===== src/include/xaso_pkg.sv =====
// shared types and constants for the extended arithmetic and stack block
package xaso_pkg;

  // ****************************************
  // operations, sizes and states
  // ****************************************
  typedef enum logic [3:0] {
    OP_DEC, OP_DECD, OP_INC, OP_INCD, OP_INV, OP_MOVE,
    OP_SAVE_M, OP_RESTORE_M, OP_RESTORE_1
  } xaso_op_t;

  typedef enum logic [1:0] {SZ_BYTE, SZ_WORD, SZ_AWORD} xaso_size_t;

  typedef enum logic [1:0] {ST_IDLE, ST_RDREG, ST_ISSUE, ST_WAIT} xaso_state_t;

  // ****************************************
  // status register layout
  // ****************************************
  localparam int unsigned SR_C = 0;
  localparam int unsigned SR_Z = 1;
  localparam int unsigned SR_N = 2;
  localparam int unsigned SR_GIE = 3;
  localparam int unsigned SR_PROCESSOR_OFF_BIT = 4;
  localparam int unsigned SR_OSCILLATOR_OFF_BIT = 5;
  localparam int unsigned SR_V = 8;
  localparam logic [3:0] SR_REG_IDX = 4'h2;

  // ****************************************
  // operand masks, stack steps, reset values
  // ****************************************
  localparam logic [19:0] MASK_B = 20'h000ff;
  localparam logic [19:0] MASK_W = 20'h0ffff;
  localparam logic [19:0] MASK_A = 20'hfffff;
  localparam logic [19:0] SP_STEP = 20'h00002;
  localparam logic [19:0] RST_WORD20 = 20'h00000;
  localparam logic [15:0] RST_WORD16 = 16'h0000;

  // memory request carried as one bundle
  typedef struct packed {
    logic req;
    logic we;
    logic [19:0] addr;
    logic [15:0] wdata;
  } xaso_mem_t;

  localparam xaso_mem_t MEM_IDLE = '{1'b0, 1'b0, 20'h00000, 16'h0000};

  function automatic logic [19:0] xaso_mask(input xaso_size_t sz);
    unique case (sz)
      SZ_BYTE: xaso_mask = MASK_B;
      SZ_WORD: xaso_mask = MASK_W;
      default: xaso_mask = MASK_A;
    endcase
  endfunction

  function automatic logic xaso_msb(input xaso_size_t sz,
                                    input logic [19:0] v);
    unique case (sz)
      SZ_BYTE: xaso_msb = v[7];
      SZ_WORD: xaso_msb = v[15];
      default: xaso_msb = v[19];
    endcase
  endfunction

endpackage

===== src/core/xaso_core.sv =====
// execution datapath for extended arithmetic and stack operations
`timescale 1ns/1ns
`default_nettype none
// ****************************************
// ****************************************
module xaso_core
  import xaso_pkg::*;
(
  // clock and reset
  input wire logic i_clk,
  input wire logic i_resetn,
  // command
  input wire logic i_start,
  input wire xaso_op_t i_op,
  input wire xaso_size_t i_size,
  input wire logic [19:0] i_dst_val,
  input wire logic [19:0] i_src_val,
  input wire logic [3:0] i_reg_num,
  input wire logic [3:0] i_count_m1,
  input wire logic [19:0] i_sp,
  input wire logic [15:0] i_sr,
  // results
  output logic o_busy,
  output logic o_done,
  output logic o_dst_we,
  output logic [19:0] o_dst_data,
  output logic o_sr_we,
  output logic [15:0] o_sr_data,
  output logic o_sp_we,
  output logic [19:0] o_sp_data,
  // register file
  output logic [3:0] o_rf_raddr,
  input wire logic [19:0] i_rf_rdata,
  output logic o_rf_we,
  output logic [3:0] o_rf_waddr,
  output logic [19:0] o_rf_wdata,
  // memory
  output xaso_mem_t o_mem,
  input wire logic [15:0] i_mem_rdata,
  input wire logic i_mem_ack
);

  xaso_state_t st_r;
  xaso_op_t op_r;
  xaso_size_t size_r;
  logic [3:0] cnt_r;
  logic [3:0] reg_r;
  logic hi_r;
  logic [19:0] sp_r;
  logic [19:0] data_r;
  logic [19:0] sp0_r;
  logic [3:0] cnt0_r;
  logic accept;
  logic alu_op;
  logic acked;
  logic is_save;
  logic need_hi;
  logic item_done;
  logic last_item;
  logic [19:0] sp_step;
  logic [19:0] pop_val;
  logic [19:0] mask;
  logic [19:0] old;
  logic [19:0] res;
  logic [15:0] sr_nxt;
  logic fn;
  logic fz;
  logic fc;
  logic fv;

  // ****************************************
  // arithmetic and flag evaluation
  // ****************************************
  assign accept = i_start && (st_r == ST_IDLE);
  assign alu_op = (i_op != OP_SAVE_M) && (i_op != OP_RESTORE_M)
                  && (i_op != OP_RESTORE_1);
  always_comb begin
    mask = xaso_mask(i_size);
    old = i_dst_val & mask;
    unique case (i_op)
      OP_DEC: res = (old - 20'h1) & mask;
      OP_DECD: res = (old - 20'h2) & mask;
      OP_INC: res = (old + 20'h1) & mask;
      OP_INCD: res = (old + 20'h2) & mask;
      OP_INV: res = (old ^ mask) & mask;
      OP_MOVE: res = i_src_val & mask;
      default: res = old;
    endcase
    fn = xaso_msb(i_size, res);
    fz = (res == 20'h0);
    fc = 1'b0;
    fv = 1'b0;
    unique case (i_op)
      OP_DEC: begin
        fc = (old != 20'h0);
        fv = xaso_msb(i_size, old) && !fn;
      end
      OP_DECD: begin
        fc = (old > 20'h1);
        fv = xaso_msb(i_size, old) && !fn;
      end
      OP_INC: begin
        fc = (old == mask);
        fv = (old == (mask >> 1));
      end
      OP_INCD: begin
        fc = (old >= mask - 20'h1);
        fv = (old == (mask >> 1)) || (old == (mask >> 1) - 20'h1);
      end
      OP_INV: begin
        fc = !fz;
        fv = xaso_msb(i_size, old);
      end
      default: ;
    endcase
    // only the four flags move; mode bits pass through untouched
    sr_nxt = i_sr;
    sr_nxt[SR_N] = fn;
    sr_nxt[SR_Z] = fz;
    sr_nxt[SR_C] = fc;
    sr_nxt[SR_V] = fv;
  end

  // ****************************************
  // stack walk helpers
  // ****************************************
  assign acked = (st_r == ST_WAIT) && i_mem_ack;
  assign is_save = (op_r == OP_SAVE_M);
  assign need_hi = (size_r == SZ_AWORD) && !hi_r;
  assign sp_step = is_save ? sp_r - SP_STEP : sp_r + SP_STEP;
  assign item_done = acked && !is_save && !need_hi;
  assign last_item = (cnt_r == 4'h0);
  // the high half arrives second and carries only bits 19:16
  always_comb begin
    if (hi_r) begin
      pop_val = {i_mem_rdata[3:0], data_r[15:0]};
    end else if (size_r == SZ_BYTE) begin
      pop_val = {12'h000, i_mem_rdata[7:0]};
    end else begin
      pop_val = {4'h0, i_mem_rdata};
    end
  end

  // ****************************************
  // sequencer
  // ****************************************
  always_ff @(posedge i_clk or negedge i_resetn) begin
    if (!i_resetn) begin
      st_r <= ST_IDLE;
      op_r <= OP_MOVE;
      size_r <= SZ_WORD;
      cnt_r <= 4'h0;
      reg_r <= 4'h0;
      hi_r <= 1'b0;
      sp_r <= RST_WORD20;
      data_r <= RST_WORD20;
      sp0_r <= RST_WORD20;
      cnt0_r <= 4'h0;
      o_busy <= 1'b0;
      o_done <= 1'b0;
      o_sp_we <= 1'b0;
      o_sp_data <= RST_WORD20;
      o_rf_raddr <= 4'h0;
      o_rf_we <= 1'b0;
      o_rf_waddr <= 4'h0;
      o_rf_wdata <= RST_WORD20;
    end else begin
      o_done <= 1'b0;
      o_sp_we <= 1'b0;
      o_rf_we <= 1'b0;
      unique case (st_r)
        ST_IDLE: begin
          if (accept) begin
            op_r <= i_op;
            size_r <= i_size;
            sp_r <= i_sp;
            sp0_r <= i_sp;
            cnt0_r <= i_count_m1;
            o_done <= alu_op;
            if (i_op == OP_SAVE_M) begin
              cnt_r <= i_count_m1;
              reg_r <= i_reg_num;
              o_rf_raddr <= i_reg_num;
              hi_r <= (i_size == SZ_AWORD);
              o_busy <= 1'b1;
              st_r <= ST_RDREG;
            end else if (i_op == OP_RESTORE_M) begin
              cnt_r <= i_count_m1;
              reg_r <= i_reg_num - i_count_m1;
              hi_r <= 1'b0;
              o_busy <= 1'b1;
              st_r <= ST_ISSUE;
            end else if (i_op == OP_RESTORE_1) begin
              cnt_r <= 4'h0;
              hi_r <= 1'b0;
              o_busy <= 1'b1;
              st_r <= ST_ISSUE;
            end
          end
        end
        ST_RDREG: begin
          data_r <= i_rf_rdata;
          st_r <= ST_ISSUE;
        end
        ST_ISSUE: begin
          st_r <= ST_WAIT;
        end
        ST_WAIT: begin
          if (i_mem_ack) begin
            sp_r <= sp_step;
            if (is_save && hi_r) begin
              hi_r <= 1'b0;
              st_r <= ST_ISSUE;
            end else if (!is_save && need_hi) begin
              data_r <= {4'h0, i_mem_rdata};
              hi_r <= 1'b1;
              st_r <= ST_ISSUE;
            end else begin
              if (op_r == OP_RESTORE_M) begin
                // status register is just another target here
                o_rf_we <= 1'b1;
                o_rf_waddr <= reg_r;
                o_rf_wdata <= pop_val;
              end
              if (last_item) begin
                o_sp_we <= 1'b1;
                o_sp_data <= sp_step;
                o_done <= 1'b1;
                o_busy <= 1'b0;
                st_r <= ST_IDLE;
              end else if (is_save) begin
                cnt_r <= cnt_r - 4'h1;
                reg_r <= reg_r - 4'h1;
                o_rf_raddr <= reg_r - 4'h1;
                hi_r <= (size_r == SZ_AWORD);
                st_r <= ST_RDREG;
              end else begin
                cnt_r <= cnt_r - 4'h1;
                reg_r <= reg_r + 4'h1;
                hi_r <= 1'b0;
                st_r <= ST_ISSUE;
              end
            end
          end
        end
      endcase
    end
  end

  // ****************************************
  // memory requests
  // ****************************************
  // save pre-decrements, restore reads at the current pointer
  always_ff @(posedge i_clk or negedge i_resetn) begin
    if (!i_resetn) begin
      o_mem <= MEM_IDLE;
    end else if (st_r == ST_ISSUE) begin
      o_mem.req <= 1'b1;
      o_mem.we <= is_save;
      o_mem.addr <= is_save ? sp_r - SP_STEP : sp_r;
      o_mem.wdata <= hi_r ? {12'h000, data_r[19:16]} : data_r[15:0];
    end else if (acked) begin
      o_mem.req <= 1'b0;
    end
  end

  // ****************************************
  // destination and status results
  // ****************************************
  always_ff @(posedge i_clk or negedge i_resetn) begin
    if (!i_resetn) begin
      o_dst_we <= 1'b0;
      o_dst_data <= RST_WORD20;
      o_sr_we <= 1'b0;
      o_sr_data <= RST_WORD16;
    end else if (accept && alu_op) begin
      o_dst_we <= 1'b1;
      o_dst_data <= res;
      o_sr_we <= (i_op != OP_MOVE);
      o_sr_data <= sr_nxt;
    end else if (item_done && (op_r == OP_RESTORE_1)) begin
      // addressing of the destination stays outside the core; only data and write enable leave here
      o_dst_we <= 1'b1;
      o_dst_data <= pop_val;
      o_sr_we <= 1'b0;
    end else begin
      o_dst_we <= 1'b0;
      o_sr_we <= 1'b0;
    end
  end
endmodule // xaso_core
`default_nettype wire


===== config.mk =====
export PLATFORM = sky130hd
export DESIGN_NAME = xaso_core
export DESIGN_NICKNAME = d
export VERILOG_FILES = /design/src/include/xaso_pkg.sv /design/src/core/xaso_core.sv
export SDC_FILE = /design/constraint.sdc
export NUM_CORES = 1
export LEC_CHECK = 0
export ABC_CLOCK_PERIOD_IN_PS = 2600
export BUFFER_PORTS_ARGS = -buffer_cell sky130_fd_sc_hd__clkbuf_2
export CAP_MARGIN = 5
export CORE_MARGIN = 2
export CORE_UTILIZATION = 40
export DETAILED_ROUTE_END_ITERATION = 10
export GPL_ROUTABILITY_DRIVEN = 0
export REMOVE_ABC_BUFFERS = 1
export SLEW_MARGIN = 5
export SYNTH_ARGS = -nofsm -noshare
export SYNTH_HDL_FRONTEND = slang
export SYNTH_SLANG_ARGS = --single-unit

===== constraint.sdc =====
create_clock -name i_clk -period 2.6 [get_ports i_clk]
set_input_delay 0.39 -clock i_clk [delete_from_list [all_inputs] [get_ports i_clk]]
set_output_delay 0.39 -clock i_clk [all_outputs]
set_load 0.05 [all_outputs]

==> metrics.csv <==
stage;metric;value;unit
logic_synthesis;yosys_warnings;0;
flow_run;max_cap_violations;0;
detailed_routing;viasPerCell;5.62;
logic_synthesis;yosys_most_used_dff;dfrtp_1;
detailed_routing;vias;12987;
power;peakVddDrop;500;uV
clocking;cts_buffers;17;
critical_path;critical_path_class;input port to register;
logic_synthesis;synth_mux_area_share;6.04;%
sta;fin_skew;0.0116;ns
floorplanning;die_y;179;um
critical_path;crit_chain;buf_8 -> nand3_4 -> inv_2 -> fa_2 -> nand2b_4 -> a31o_4 -> a221oi_4 -> a311oi_2 -> nor4bb_2 -> and4b_1 -> nor4b_4 -> nand4_1 -> nor4_2 -> mux2_4;
run_status;violations;setup timing;
cells_and_area;diodes;0;
cells_and_area;nets;2075;
detailed_routing;drc;0;
detailed_routing;drtIter0Drc;1070;
floorplanning;die-area;31900;um2
grt;antenna_found_initial;0;
sta;worst_pin_slew;0.703;ns
sta;fin_crit;3.03;ns
logic_synthesis;netlist_top_cells_area;dfrtp_1 37%, nand2_1 7.5%, o21ai_0 5.9%;
clocking;cts.htree.levels;4;
power;p_per_area;1030;nW/um2
logic_synthesis;synth_fa_ha_area_share;4.12;%
floorplanning;start_util;40.9;%
power;total_leakage_power;7.81;nW
logic_synthesis;syn_area_per_cell;8.27;um2
floorplanning;fp.coreArea;29800;um2
power;power;17.3;mW
sta;rsz0062_at_grt;true;
detailed_routing;wl;45200;um
clocking;cts_root_buf;clkbuf_16;
floorplanning;rows;63;
cells_and_area;areaGrowthSynthToFinish;38.1;%
sta;period_share;116;%
critical_path;crit_slowest_cell;fa_2;
logic_synthesis;synthesis.area;12200;um2
grt;overflow;0;
critical_path;critPathMaxStageDelay;0.38;ns
logic_synthesis;yosys.area_share.simple;20.5;%
logic_synthesis;yosys-top-cells-count;243 x nand2_1, 182 x dfrtp_1, 143 x o21ai_0;
logic_synthesis;synth_xor_area_share;4.74;%
logic_synthesis;async_flop_share;100;%
logic_synthesis;synth_cells;1475;
logic_synthesis;synth_compound_area_share;21.3;%
clocking;clk_pin_slew;0.08;ns
detailed_routing;drtPass1Iterations;8;
logic_synthesis;synth_most_common_cell;nand2_1;
clocking;cts_tree;done;
sta;fin_ws;-0.427;ns
logic_synthesis;ys_ff_latch;185;
clocking;clkLatencyLatePin;0.44;ns
critical_path;worstPathMaxFanout;7;
grt;grt_start_max_net_pins;71;
sta;slew_headroom;51.9;%
logic_synthesis;synth_top_family_by_area;compound AO/OA/AOI/OAI gates;
placement;portBuffers;253;
placement;dp_hpwl;33800;um
grt;track_usage;27.8;%
logic_synthesis;netlist.area_leader.share;37.3;%
sta;hold_viol;0;
cells_and_area;final_layout_size_suffix_gt1_share;34.8;%
cells_and_area;n_fill_cell;2777;
sta;drv_slew;0;
clocking;clock-sinks;185;
logic_synthesis;synth_area_leader_cell;dfrtp_1;
grt;grt_pass1_vias;12403;
critical_path;arrival;3.40;ns
run_status;run_status;finished, violations left;
critical_path;critPathLaunchType;input port;
sta;timing.fmax;330;MHz
floorplanning;die_w;179;um
detailed_routing;wl_per_cell;19.6;um
clocking;clockBufferDepth;2;
cells_and_area;utilization;56.5;%
detailed_routing;ant_nets;0;
sta;finalSetupViolCount;10;
worst_hold_path;hold_class;input port to register;
logic_synthesis;ys_seq_area_share;38.0;%
grt;grt_pass1_wl;68300;um
critical_path;cp.required;2.98;ns
floorplanning;boundaryPins;258;
logic_synthesis;synth_edf_count;0;
critical_path;endpoint_kind;register;
logic_synthesis;ys_types;89;
[what timing repair did]
item,in CTS,in global routing
resized for setup,55,75
hold buffers,1,0
pin swaps,23,27
buffers inserted,18,15
cloned,0,0
endpoints found under the setup margin,15,28
hold endpoints to repair,59,0
[path summary, 6_finish.rpt]
path                                 start             end  slack, ns  cells past startpoint
worst max-delay path               i_op[0]    o_sr_data[1]      -0.43                     14
worst min-delay path              i_sr[15]   o_sr_data[15]       0.13                      3
max in group asynchronous         i_resetn  o_rf_wdata[15]       1.34                      3
worst max register to register     op_r[2]    o_sp_data[9]       0.18                      9
worst min register to register  data_r[19]      data_r[19]       0.47                      2
min in group asynchronous         i_resetn         sp_r[6]       0.53                      2
[flip-flops by register name, summed over array words and instances (netlist names), 2 cells and up]
name,flops
o_mem,38
data_r,20
o_dst_data,20
o_rf_wdata,20
o_sp_data,20
sp_r,20
o_sr_data,16
cnt_r,4
o_rf_raddr,4
o_rf_waddr,4
op_r,4
reg_r,4
size_r,2
st_r,2
[cells in the final DEF (no fill, tap or decap), types with 10 or more instances in the layout]
cell and count:
nand3_1 44, mux2i_1 49, a31oi_1 19, nand2_1 239, o22ai_1 12, buf_4 236
inv_1 48, dfrtp_1 181, nor3_1 26, a22oi_1 12, o21ai_1 17, ha_1 26
nand4_1 16, o21ai_0 130, o211ai_1 24, a21o_1 10, xnor2_1 47, nor2_1 104
nand3b_1 13, a21oi_1 92, buf_6 16, mux2_2 20, clkbuf_2 248, clkbuf_16 17
xor2_1 18
[worst max-delay path, delay by kind of cell]
kind	cells	cell delay, ns
simple gates	7	1.66
compound gates	3	0.61
fa+ha+maj	1	0.38
mux	1	0.20
buf+inv	2	0.16
[logic make-up (layout without fill, tap and decap cells)]
| logic type | after synthesis | after routing |
|---|---|---|
| DFF | 185 | 185 |
| muxes | 71 | 71 |
| AOI/OAI and AO/OA | 421 | 421 |
| buffers and inverters | 155 | 599 |
| adders and majority gates | 39 | 39 |
| xor gates and xnor gates | 66 | 66 |
| and+or+nand+nor | 538 | 538 |
[layout make-up]
cell class	count	area [um2]	share of cell area (%)
Multi-Input combinational cell	1135	7470	44.3
Sequential cell	185	4630	27.5
Timing Repair Buffer	516	3470	20.6
Tap cell	390	488	2.90
Clock buffer	17	425	2.53
Inverter	51	196	1.17
Clock inverter	15	164	0.973
[metrics by stage]
stage          hold slack (ns)  worst slack (ns)  instances  TNS (ns)  cell area, um2
6_report                 0.133            -0.427       2309     -1.76           16800
4_1_cts                  0.120            -0.323       2299     -1.03           16500
3_3_place_gp             0.450             -1.14       2250    -11.99           15400
2_1_floorplan           0.0944             -2.06       1371   -145.07           11800
5_1_grt                  0.137            -0.551       2309     -2.64           16800
3_5_place_dp             0.452             -1.27       2250    -13.34           15400
[report_power, final]
group	switching (mW)	internal [mW]	total [mW]	leakage, nW
registers	0.939	4.15	5.09	2.33
logic	6.60	3.01	9.60	5.20
clock network	1.20	1.44	2.64	0.279
[routing by layer]
layer  track usage (%)  up-vias  share of wire, %
li1                  -     6104                 -
met1              36.4     6115                41
met2              46.0      642                47
met3              4.39      126               7.6
met4              10.5        0               3.5
met5                 0        -                 0
Power figures use the tool's default switching activity.
